==> src/design/mcs_defs.vh <==
// Constants for the memory self-test block: CRC settings, commands,
// controller states, march phases and buffer sizing.
// Assumes inclusion by its bare name from the design file.
`ifndef MCS_DEFS_VH
`define MCS_DEFS_VH

`define MCS_CRC_POLY 32'h1EDC6F41
`define MCS_CRC_INIT 32'hFFFFFFFF
`define MCS_CRC_XOROUT 32'hFFFFFFFF
`define MCS_ONES 32'hFFFFFFFF
`define MCS_ZEROS 32'h00000000

`define MCS_OP_INIT 3'h0
`define MCS_OP_START 3'h1
`define MCS_OP_ADD 3'h2
`define MCS_OP_RESULT 3'h3
`define MCS_OP_CALC 3'h4
`define MCS_OP_VERIFY 3'h5
`define MCS_OP_MARCH 3'h6

`define MCS_ST_IDLE 3'h0
`define MCS_ST_CRC 3'h1
`define MCS_ST_REF 3'h2
`define MCS_ST_MARCH 3'h3
`define MCS_ST_COPY 3'h4
`define MCS_ST_FIN 3'h5

`define MCS_PH_BUF 2'h0
`define MCS_PH_SAVE 2'h1
`define MCS_PH_AREA 2'h2
`define MCS_PH_REST 2'h3

// Element field positions
`define MCS_EL_LAST 5
`define MCS_EL_DOWN 4
`define MCS_EL_RD 3
`define MCS_EL_RDONE 2
`define MCS_EL_WR 1
`define MCS_EL_WRONE 0

`define MCS_FIFO_DEPTH 16
`define MCS_FIFO_AW 4
`define MCS_LAST_NIB 3'h7

`endif

==> src/design/mcs_top.v <==
// Memory self-test block: CRC-32C signature engine and March C/X RAM engine,
// plus the read-data FIFO between the memory port and the CRC engine.
// Assumes one clock, commands from logic on the same clock, and a memory
// that answers each request with a one-cycle i_mem_ack.
`timescale 1ns/10ps
`include "mcs_defs.vh"
`default_nettype none

module mcs_fifo #(
  parameter W = 32,
  parameter D = `MCS_FIFO_DEPTH,
  parameter AW = `MCS_FIFO_AW
) (
  input wire i_clk,
  input wire i_rst_n,
  input wire i_in_valid,
  output wire o_in_ready,
  input wire [W-1:0] i_in_data,
  output wire o_out_valid,
  input wire i_out_ready,
  output wire [W-1:0] o_out_data
);
  reg [W-1:0] mem_ff [0:D-1];
  reg [AW-1:0] wp_ff;
  reg [AW-1:0] rp_ff;
  reg [AW:0] cnt_ff;
  localparam [AW:0] FULL = D;
  wire push = i_in_valid && o_in_ready;
  wire pop = o_out_valid && i_out_ready;
  assign o_in_ready = (cnt_ff != FULL);
  assign o_out_valid = (cnt_ff != {(AW+1){1'b0}});
  assign o_out_data = mem_ff[rp_ff];
  always @(posedge i_clk)
  begin
    if (push)
    begin
      mem_ff[wp_ff] <= i_in_data;
    end
  end
  always @(posedge i_clk or negedge i_rst_n)
  begin
    if (!i_rst_n)
    begin
      wp_ff <= {AW{1'b0}};
      rp_ff <= {AW{1'b0}};
      cnt_ff <= {(AW+1){1'b0}};
    end
    else
    begin
      if (push)
      begin
        wp_ff <= wp_ff + 1'b1;
      end
      if (pop)
      begin
        rp_ff <= rp_ff + 1'b1;
      end
      if (push && !pop)
      begin
        cnt_ff <= cnt_ff + 1'b1;
      end
      else if (pop && !push)
      begin
        cnt_ff <= cnt_ff - 1'b1;
      end
    end
  end
endmodule // mcs_fifo

module mcs_top (
  input wire i_clk,
  input wire i_rst_n,
  input wire i_start,
  input wire [2:0] i_op,
  input wire [31:0] i_addr_lo,
  input wire [31:0] i_addr_hi,
  input wire [31:0] i_ref_addr,
  input wire [31:0] i_buf_addr,
  input wire i_nondestr,
  input wire i_buf_check,
  input wire i_march_x,
  input wire [31:0] i_mem_rdata,
  input wire i_mem_ack,
  output reg o_busy,
  output reg o_done,
  output reg o_pass,
  output reg [31:0] o_sig,
  output reg o_mem_req,
  output reg o_mem_we,
  output reg [31:0] o_mem_addr,
  output reg [31:0] o_mem_wdata
);
  reg [2:0] st_ff;
  reg [2:0] op_ff;
  reg [1:0] ph_ff;
  reg [2:0] elem_ff;
  reg wrop_ff;
  reg fail_ff;
  reg xmode_ff;
  reg nd_ff;
  reg [2:0] nib_ff;
  reg [31:0] crc_ff;
  reg [31:0] rd_addr_ff;
  reg [31:0] rd_end_ff;
  reg [31:0] addr_ff;
  reg [31:0] lo_ff;
  reg [31:0] hi_ff;
  reg [31:0] idx_ff;
  reg [31:0] hold_ff;
  reg [31:0] area_lo_ff;
  reg [31:0] area_hi_ff;
  reg [31:0] buf_ff;

  // four message bits per call, MSB first
  function [31:0] mcs_crc4(input [31:0] c, input [3:0] d);
    integer k;
    reg fb;
    begin
      mcs_crc4 = c;
      fb = 1'h0;
      for (k = 3; k >= 0; k = k - 1)
      begin
        fb = mcs_crc4[31] ^ d[k];
        mcs_crc4 = {mcs_crc4[30:0], 1'h0} ^ (fb ? `MCS_CRC_POLY : `MCS_ZEROS);
      end
    end
  endfunction

  // element table {last, down, rd, rd_one, wr, wr_one}
  function [5:0] mcs_elem(input x, input [2:0] e);
    begin
      case ({x, e})
        4'h0: mcs_elem = 6'h02;
        4'h1: mcs_elem = 6'h0B;
        4'h2: mcs_elem = 6'h0E;
        4'h3: mcs_elem = 6'h1B;
        4'h4: mcs_elem = 6'h1E;
        4'h5: mcs_elem = 6'h28;
        4'h8: mcs_elem = 6'h02;
        4'h9: mcs_elem = 6'h0B;
        4'hA: mcs_elem = 6'h1E;
        default: mcs_elem = 6'h28;
      endcase
    end
  endfunction

  wire [5:0] el = mcs_elem(xmode_ff, elem_ff);
  wire [5:0] el_n = mcs_elem(xmode_ff, elem_ff + 3'h1);
  wire [31:0] rd_pat = el[`MCS_EL_RDONE] ? `MCS_ONES : `MCS_ZEROS;
  wire [31:0] wr_pat = el[`MCS_EL_WRONE] ? `MCS_ONES : `MCS_ZEROS;
  wire at_end = el[`MCS_EL_DOWN] ? (addr_ff == lo_ff) : (addr_ff == hi_ff);
  wire [31:0] span = area_hi_ff - area_lo_ff;
  wire [31:0] copy_src = (ph_ff == `MCS_PH_SAVE) ? area_lo_ff : buf_ff;
  wire [31:0] copy_dst = (ph_ff == `MCS_PH_SAVE) ? buf_ff : area_lo_ff;
  wire [31:0] sig = crc_ff ^ `MCS_CRC_XOROUT;
  wire f_in_ready;
  wire f_out_valid;
  wire [31:0] f_out_data;
  wire f_in_valid = (st_ff == `MCS_ST_CRC) && i_mem_ack;
  wire f_out_ready = (st_ff == `MCS_ST_CRC) && (nib_ff == `MCS_LAST_NIB);
  wire [31:0] f_sh = f_out_data << {nib_ff, 2'h0};

  mcs_fifo #(.W(32), .D(`MCS_FIFO_DEPTH), .AW(`MCS_FIFO_AW)) u_fifo (
    .i_clk(i_clk),
    .i_rst_n(i_rst_n),
    .i_in_valid(f_in_valid),
    .o_in_ready(f_in_ready),
    .i_in_data(i_mem_rdata),
    .o_out_valid(f_out_valid),
    .i_out_ready(f_out_ready),
    .o_out_data(f_out_data)
  );

  task finish(input ok);
    begin
      // done pulse with result, busy drops
      o_busy <= 1'h0;
      o_done <= 1'h1;
      o_pass <= ok;
      st_ff <= `MCS_ST_IDLE;
    end
  endtask

  task issue(input we, input [31:0] a, input [31:0] d);
    begin
      o_mem_req <= 1'h1;
      o_mem_we <= we;
      o_mem_addr <= a;
      o_mem_wdata <= d;
    end
  endtask

  task march_begin(input [31:0] lo, input [31:0] hi);
    begin
      lo_ff <= lo;
      hi_ff <= hi;
      addr_ff <= lo;
      elem_ff <= 3'h0;
      wrop_ff <= 1'h1;
      st_ff <= `MCS_ST_MARCH;
    end
  endtask

  task copy_begin(input [1:0] ph);
    begin
      ph_ff <= ph;
      idx_ff <= `MCS_ZEROS;
      wrop_ff <= 1'h0;
      st_ff <= `MCS_ST_COPY;
    end
  endtask

  task march_end(input fl);
    begin
      if (ph_ff == `MCS_PH_BUF)
      begin
        // buffer fault aborts before any copy
        if (fl)
          finish(1'h0);
        else
          copy_begin(`MCS_PH_SAVE);
      end
      else if (nd_ff)
        // restore area after test, pass or fail
        copy_begin(`MCS_PH_REST);
      else
        finish(!fl);
    end
  endtask

  task advance;
    begin
      // next cell only after all ops on this one
      if (at_end)
      begin
        if (el[`MCS_EL_LAST])
          march_end(fail_ff);
        else
        begin
          elem_ff <= elem_ff + 3'h1;
          wrop_ff <= !el_n[`MCS_EL_RD];
          addr_ff <= el_n[`MCS_EL_DOWN] ? hi_ff : lo_ff;
        end
      end
      else
      begin
        wrop_ff <= !el[`MCS_EL_RD];
        addr_ff <= el[`MCS_EL_DOWN] ? addr_ff - 32'h1 : addr_ff + 32'h1;
      end
    end
  endtask

  always @(posedge i_clk or negedge i_rst_n)
  begin
    if (!i_rst_n)
    begin
      o_busy <= 1'h0;
      o_done <= 1'h0;
      o_pass <= 1'h0;
      o_sig <= `MCS_ZEROS;
      o_mem_req <= 1'h0;
      o_mem_we <= 1'h0;
      o_mem_addr <= `MCS_ZEROS;
      o_mem_wdata <= `MCS_ZEROS;
      st_ff <= `MCS_ST_IDLE;
      op_ff <= `MCS_OP_INIT;
      ph_ff <= `MCS_PH_AREA;
      elem_ff <= 3'h0;
      wrop_ff <= 1'h0;
      fail_ff <= 1'h0;
      xmode_ff <= 1'h0;
      nd_ff <= 1'h0;
      nib_ff <= 3'h0;
      crc_ff <= `MCS_CRC_INIT;
      rd_addr_ff <= `MCS_ZEROS;
      rd_end_ff <= `MCS_ZEROS;
      addr_ff <= `MCS_ZEROS;
      lo_ff <= `MCS_ZEROS;
      hi_ff <= `MCS_ZEROS;
      idx_ff <= `MCS_ZEROS;
      hold_ff <= `MCS_ZEROS;
      area_lo_ff <= `MCS_ZEROS;
      area_hi_ff <= `MCS_ZEROS;
      buf_ff <= `MCS_ZEROS;
    end
    else
    begin
      o_done <= 1'h0;
      if (i_mem_ack)
        o_mem_req <= 1'h0;
      case (st_ff)
        `MCS_ST_IDLE:
        begin
          if (i_start)
          begin
            o_busy <= 1'h1;
            op_ff <= i_op;
            fail_ff <= 1'h0;
            nib_ff <= 3'h0;
            // word range from start address and length
            rd_addr_ff <= i_addr_lo;
            rd_end_ff <= i_addr_lo + i_addr_hi;
            st_ff <= `MCS_ST_FIN;
            case (i_op)
              `MCS_OP_INIT, `MCS_OP_START:
                crc_ff <= `MCS_CRC_INIT;
              `MCS_OP_ADD:
                st_ff <= `MCS_ST_CRC;
              // result over all ranges since start
              `MCS_OP_RESULT:
                o_sig <= sig;
              `MCS_OP_CALC, `MCS_OP_VERIFY:
              begin
                crc_ff <= `MCS_CRC_INIT;
                st_ff <= `MCS_ST_CRC;
              end
              `MCS_OP_MARCH:
              begin
                xmode_ff <= i_march_x;
                nd_ff <= i_nondestr;
                area_lo_ff <= i_addr_lo;
                area_hi_ff <= i_addr_hi;
                buf_ff <= i_buf_addr;
                // end below start is a failure
                if (i_addr_hi < i_addr_lo)
                  fail_ff <= 1'h1;
                else if (i_nondestr && i_buf_check)
                begin
                  ph_ff <= `MCS_PH_BUF;
                  march_begin(i_buf_addr, i_buf_addr + (i_addr_hi - i_addr_lo));
                end
                else if (i_nondestr)
                  copy_begin(`MCS_PH_SAVE);
                else
                begin
                  ph_ff <= `MCS_PH_AREA;
                  march_begin(i_addr_lo, i_addr_hi);
                end
              end
              default:
                fail_ff <= 1'h1;
            endcase
          end
        end
        `MCS_ST_FIN:
          finish(!fail_ff);
        `MCS_ST_CRC:
        begin
          if (!o_mem_req && (rd_addr_ff != rd_end_ff) && f_in_ready)
          begin
            issue(1'h0, rd_addr_ff, `MCS_ZEROS);
            rd_addr_ff <= rd_addr_ff + 32'h1;
          end
          if (f_out_valid)
          begin
            // nibble-serial division, eight cycles per word
            crc_ff <= mcs_crc4(crc_ff, f_sh[31:28]);
            nib_ff <= nib_ff + 3'h1;
          end
          else if (!o_mem_req && (rd_addr_ff == rd_end_ff))
          begin
            if (op_ff == `MCS_OP_ADD)
              finish(1'h1);
            else if (op_ff == `MCS_OP_CALC)
            begin
              o_sig <= sig;
              finish(1'h1);
            end
            else
            begin
              o_sig <= sig;
              st_ff <= `MCS_ST_REF;
            end
          end
        end
        `MCS_ST_REF:
        begin
          // pass only on equal reference word
          // compare fresh signature to stored one
          if (i_mem_ack)
            finish(i_mem_rdata == sig);
          else if (!o_mem_req)
            issue(1'h0, i_ref_addr, `MCS_ZEROS);
        end
        `MCS_ST_MARCH:
        begin
          if (i_mem_ack)
          begin
            if (!wrop_ff)
            begin
              // mismatch sets sticky fail, ends march
              if (i_mem_rdata != rd_pat)
              begin
                fail_ff <= 1'h1;
                march_end(1'h1);
              end
              else if (el[`MCS_EL_WR])
                wrop_ff <= 1'h1;
              else
                advance;
            end
            else
              advance;
          end
          else if (!o_mem_req)
            issue(wrop_ff, addr_ff, wr_pat);
        end
        `MCS_ST_COPY:
        begin
          if (i_mem_ack)
          begin
            if (!wrop_ff)
            begin
              hold_ff <= i_mem_rdata;
              wrop_ff <= 1'h1;
            end
            else if (idx_ff == span)
            begin
              if (ph_ff == `MCS_PH_SAVE)
              begin
                ph_ff <= `MCS_PH_AREA;
                march_begin(area_lo_ff, area_hi_ff);
              end
              else
                finish(!fail_ff);
            end
            else
            begin
              idx_ff <= idx_ff + 32'h1;
              wrop_ff <= 1'h0;
            end
          end
          else if (!o_mem_req)
          begin
            if (wrop_ff)
              issue(1'h1, copy_dst + idx_ff, hold_ff);
            else
              issue(1'h0, copy_src + idx_ff, `MCS_ZEROS);
          end
        end
        default:
          st_ff <= `MCS_ST_IDLE;
      endcase
    end
  end
endmodule // mcs_top
`default_nettype wire

==> config.mk <==
export PLATFORM = sky130hd
export DESIGN_NAME = mcs_top
export DESIGN_NICKNAME = d
export VERILOG_FILES = /design/src/design/mcs_top.v
export VERILOG_INCLUDE_DIRS = /design/src /design/src/design
export SDC_FILE = /design/constraint.sdc
export NUM_CORES = 2
export LEC_CHECK = 0
export ABC_CLOCK_PERIOD_IN_PS = 12950
export BUFFER_PORTS_ARGS = -buffer_cell sky130_fd_sc_hd__buf_4
export CAP_MARGIN = 20
export CORE_UTILIZATION = 45
export CTS_CLUSTER_SIZE = 14
export DETAILED_ROUTE_END_ITERATION = 10
export PLACE_DENSITY_LB_ADDON = 0.15
export REMOVE_ABC_BUFFERS = 1
export SYNTH_ARGS = -nofsm -noshare
export SYNTH_HDL_FRONTEND = slang
export SYNTH_HIERARCHICAL = 1
export SYNTH_SLANG_ARGS = --single-unit
==> constraint.sdc <==
create_clock -name i_clk -period 12.95 [get_ports i_clk]
set_clock_uncertainty 0.2 [all_clocks]
set_input_delay 2.59 -clock i_clk [delete_from_list [all_inputs] [get_ports i_clk]]
set_output_delay 2.59 -clock i_clk [all_outputs]
set_load 0.05 [all_outputs]
==> key figures <==
Floorplanning
  – Core area: ~130000 um2
  – Die width: 358 um
  – Initial Util: 0.454
  – Die Area: 128000 um2
  – Floorplan die height: 358 um
  – I/O Pins: 271
  – Row cnt: 130

Setup path
  – Crit start category: flop
  – Slowest CP cell: a211oi_1
  – R2R setup slack: between 6 and 7 ns
  – CP max stage delay: approximately 0.75 ns
  – Crit path DAT: 7.36 ns
  – CP Launch Point: area_lo_ff[0]$_DFFE_PN0P_
  – Critical R2R Launch: area_lo_ff[0]$_DFFE_PN0P_
  – Req. time, crit path: 13.38 ns
  – Worst r2r path cells: 13
  – Crit end category: flop
  – CP cell instances: ha_1 > fa_1 > xor2_1 > o211ai_1 > a211oi_1 > o2111ai_1 > nor4_1 > nand4_1 > or4_1 > or4_4 > o31a_2 > buf_4 > mux2_4
  – FF-to-FF End: lo_ff[18]$_DFFE_PN0P_
  – Critical path class: flop to flop
  – CP max FO: between 80 and 90

Logic synthesis
  – Post-synthesis sequential area ratio: 0.483
  – Ys async rst share: 0.486
  – Main synth FF type: edfxtp_1
  – Synth unique cells: 104
  – Synthesis Warnings: 6
  – Syn_area_per_cell: 10.7 um2
  – Number of synthesized flops with an enable pin: ~510
  – Yosys reg bits: 996
  – Cell area after synthesis: 57000 um2
  – Cells after Synth: 5348

Final layout
  – Layout fillers: 11400
  – Post-route cell area: approximately 64000 um2
  – Area of the multi-input gates: 27100 um2
  – Leading cell type in the layout, fill and taps excluded: nand2_1
  – Most frequent cells in the layout: 520 x nand2_1, 512 x edfxtp_1, 449 x dfrtp_1
  – Register area: 27500 um2
  – Area Growth Syn to Fin: 12.9%
  – Share of cells above drive strength 1: 0.147
  – # nets final: 5936

Timing
  – Final Hold Violating Endpoints: 0
  – Final Critical Period: 6.93 ns
  – Slew margin rel.: 0.232
  – Tcrit/Tclk final: 0.535
  – Fmax: 144 MHz
  – Setup-failing EPs final: 0
  – RSZ-0062 raised after global routing: false
  – Actual slew at the worst max-slew pin: 1.15 ns
  – Fin Setup TNS: 0 ns
  – Slew Viols, Final: 0
  – Hold Worst Slack: between 0.2 and 0.3 ns

Clock tree
  – Clock Latency Late Sink: about 0.76 ns
  – TritonCTS Buffers: 108
  – # clock sinks: around 1000
  – Root buffer cell: clkbuf_16
  – Deepest level of the CTS H-tree: 3
  – CTS tree: yes
  – CTS max path bufs: 3
  – Resized Gates After CTS: 0
  – # hold bufs at CTS: 0
  – Clock-pin transition on the worst setup and hold timing paths: 0.06 ns
  – Setup Fix Bufs, Post-CTS: 0

Global route
  – Global-route met2 utilization: 0.508
  – Most Crowded Layer GR: met2
  – Number of global-route vias before repair: between 40000 and 50000
  – Met1 Use GR: 0.391
  – Grt total ovfl: 0
  – First-pass GRT wire length: 289000 um
  – Overall routing resource usage: 0.306
  – Met3 Use GR: 0.0398
  – Initial antenna violation count: 11
  – Largest net degree at the start of global routing: between 150 and 200

Placed design
  – DPL Wire Length: 140000 um
  – Port Buffers: between 200 and 300
  – Placer Congestion: 1.01
  – Placed Area: about 61000 um2

Flow run
  – Max-Cap Viols: 0

Route
  – Via count: 44000
  – Residual DRC count: 0
  – Vias/cell: 6.05
  – Routed wire length: between 150000 and 200000 um
  – Wirelength per Cell: around 27 um
  – Iteration-0 DRC Markers: 4304
  – First drt pass iteration count: 6
  – Final ANT Viol Nets: 0

Worst hold path
  – Min-Delay Endpoint: o_mem_wdata[1]$_DFFE_PN0P_
  – Hold crit path type: flop to flop
  – Hold Path Origin: o_mem_wdata[1]$_DFFE_PN0P_
  – Hold Path Depth: 2

Power and ir drop
  – Final total power: roughly 16000 uW
  – Lkg Pwr: 0.0261 uW
  – Max VDD drop: 0.164 mV
  – Power per Cell Area: between 200 and 250 nW/um2

Run status
  – Status: finished clean
-- metrics by stage --
step | util | setup WS, ns | cells
finish | 0.512 | 6.02 | 7274
global route | 0.512 | 5.85 | 7273
CTS | 0.512 | 6.11 | 7266
detailed placement | 0.482 | 5.63 | 7061
global placement | 0.482 | 5.68 | 7061
floorplan | - | 0.975 | 5064
-- worst max path at each step --
stage	endpoint	slack, ns
final	lo_ff[18]$_DFFE_PN0P_	6.02
after global routing	lo_ff[18]$_DFFE_PN0P_	5.85
after CTS	lo_ff[18]$_DFFE_PN0P_	6.11
after detailed placement	hi_ff[31]$_DFFE_PN0P_	5.63
after global placement	hi_ff[31]$_DFFE_PN0P_	5.68
after floorplan	area_hi_ff[10]$_DFFE_PN0P_	0.97
-- sequential cells by signal, indices dropped and copies added, names as in the netlist, 4 cells and up --
| register | count |
|---|---|
| crc_ff | 32 |
| area_hi_ff | 32 |
| u_fifo/mem_ff | 512 |
| idx_ff | 32 |
| o_sig | 32 |
| rd_end_ff | 32 |
| hi_ff | 32 |
| u_fifo/wp_ff | 4 |
| lo_ff | 32 |
| hold_ff | 32 |
| u_fifo/rp_ff | 4 |
| addr_ff | 32 |
| area_lo_ff | 32 |
| buf_ff | 32 |
| o_mem_wdata | 32 |
| u_fifo/cnt_ff | 5 |
| rd_addr_ff | 32 |
| o_mem_addr | 32 |
-- cell usage after synthesis (63+ instances only) --
| cell | number | area share |
|---|---|---|
| a21o_1 | 65 | 0.0086 |
| inv_1 | 329 | 0.022 |
| xor2_1 | 110 | 0.017 |
| o21ai_1 | 63 | 0.0055 |
| a221oi_1 | 75 | 0.012 |
| o21ai_0 | 421 | 0.037 |
| nand2_1 | 524 | 0.035 |
| xnor2_1 | 203 | 0.031 |
| ha_1 | 208 | 0.046 |
| nor3_1 | 64 | 0.0056 |
| nand3_1 | 85 | 0.0075 |
| dfrtp_1 | 451 | 0.20 |
| clkbuf_1 | 189 | 0.012 |
| nor2_1 | 289 | 0.019 |
| mux2i_1 | 258 | 0.045 |
| mux4_2 | 68 | 0.027 |
| a21oi_1 | 346 | 0.030 |
| mux2_2 | 113 | 0.022 |
| edfxtp_1 | 512 | 0.27 |
-- layer usage --
metal,part of all wire,routed length [um]
met5,0.000091,18
met4,0.057,11200
met3,0.057,11300
met2,0.48,95000
met1,0.40,79500
-- logic make-up (layout without fill, tap and decap cells) --
family                     Yosys count  count (layout)  synth area share
AOI/OAI and AO/OA                 1453            1453             0.161
other                                0               7                 0
adders and majority gates          244             244            0.0583
buffers and inverters              614             883            0.0461
xor gates and xnor gates           313             313            0.0481
DFF                                996             996             0.483
and+or+nand+nor                   1257            1257             0.101
muxes                              471             471             0.102
-- power by group --
group          switching [uW]  total (uW)  leakage (uW)  internal [uW]
Combinational            5060        7860        0.0138           2800
Sequential                879        4930        0.0106           4050
Clock                    1360        3250       0.00180           1880
Total                    7300       16000        0.0261           8740
-- critical path, delay by kind of cell (launching register included) --
| kind | cells | cell delay, ns |
|---|---|---|
| flip-flops | 1 | 0.60 |
| multiplexers | 1 | 0.40 |
| AND/OR/NAND/NOR | 4 | 1.71 |
| buffers and inverters | 1 | 0.48 |
| AO/OA/AOI/OAI | 4 | 1.87 |
| XOR/XNOR | 1 | 0.62 |
| adder cells (fa/ha/maj) | 2 | 0.83 |
-- cell type report --
| cell class | instances | area share |
|---|---|---|
| repair buffers | 348 | 0.0414 |
| flip-flops and latches | 996 | 0.428 |
| clock inverters | 58 | 0.0123 |
| diodes | 7 | 0.000272 |
| multi-input cells | 3738 | 0.421 |
| well taps | 1650 | 0.0321 |
| clock buffers | 147 | 0.0457 |
| inverters | 330 | 0.0193 |
Power figures use the tool's default switching activity.
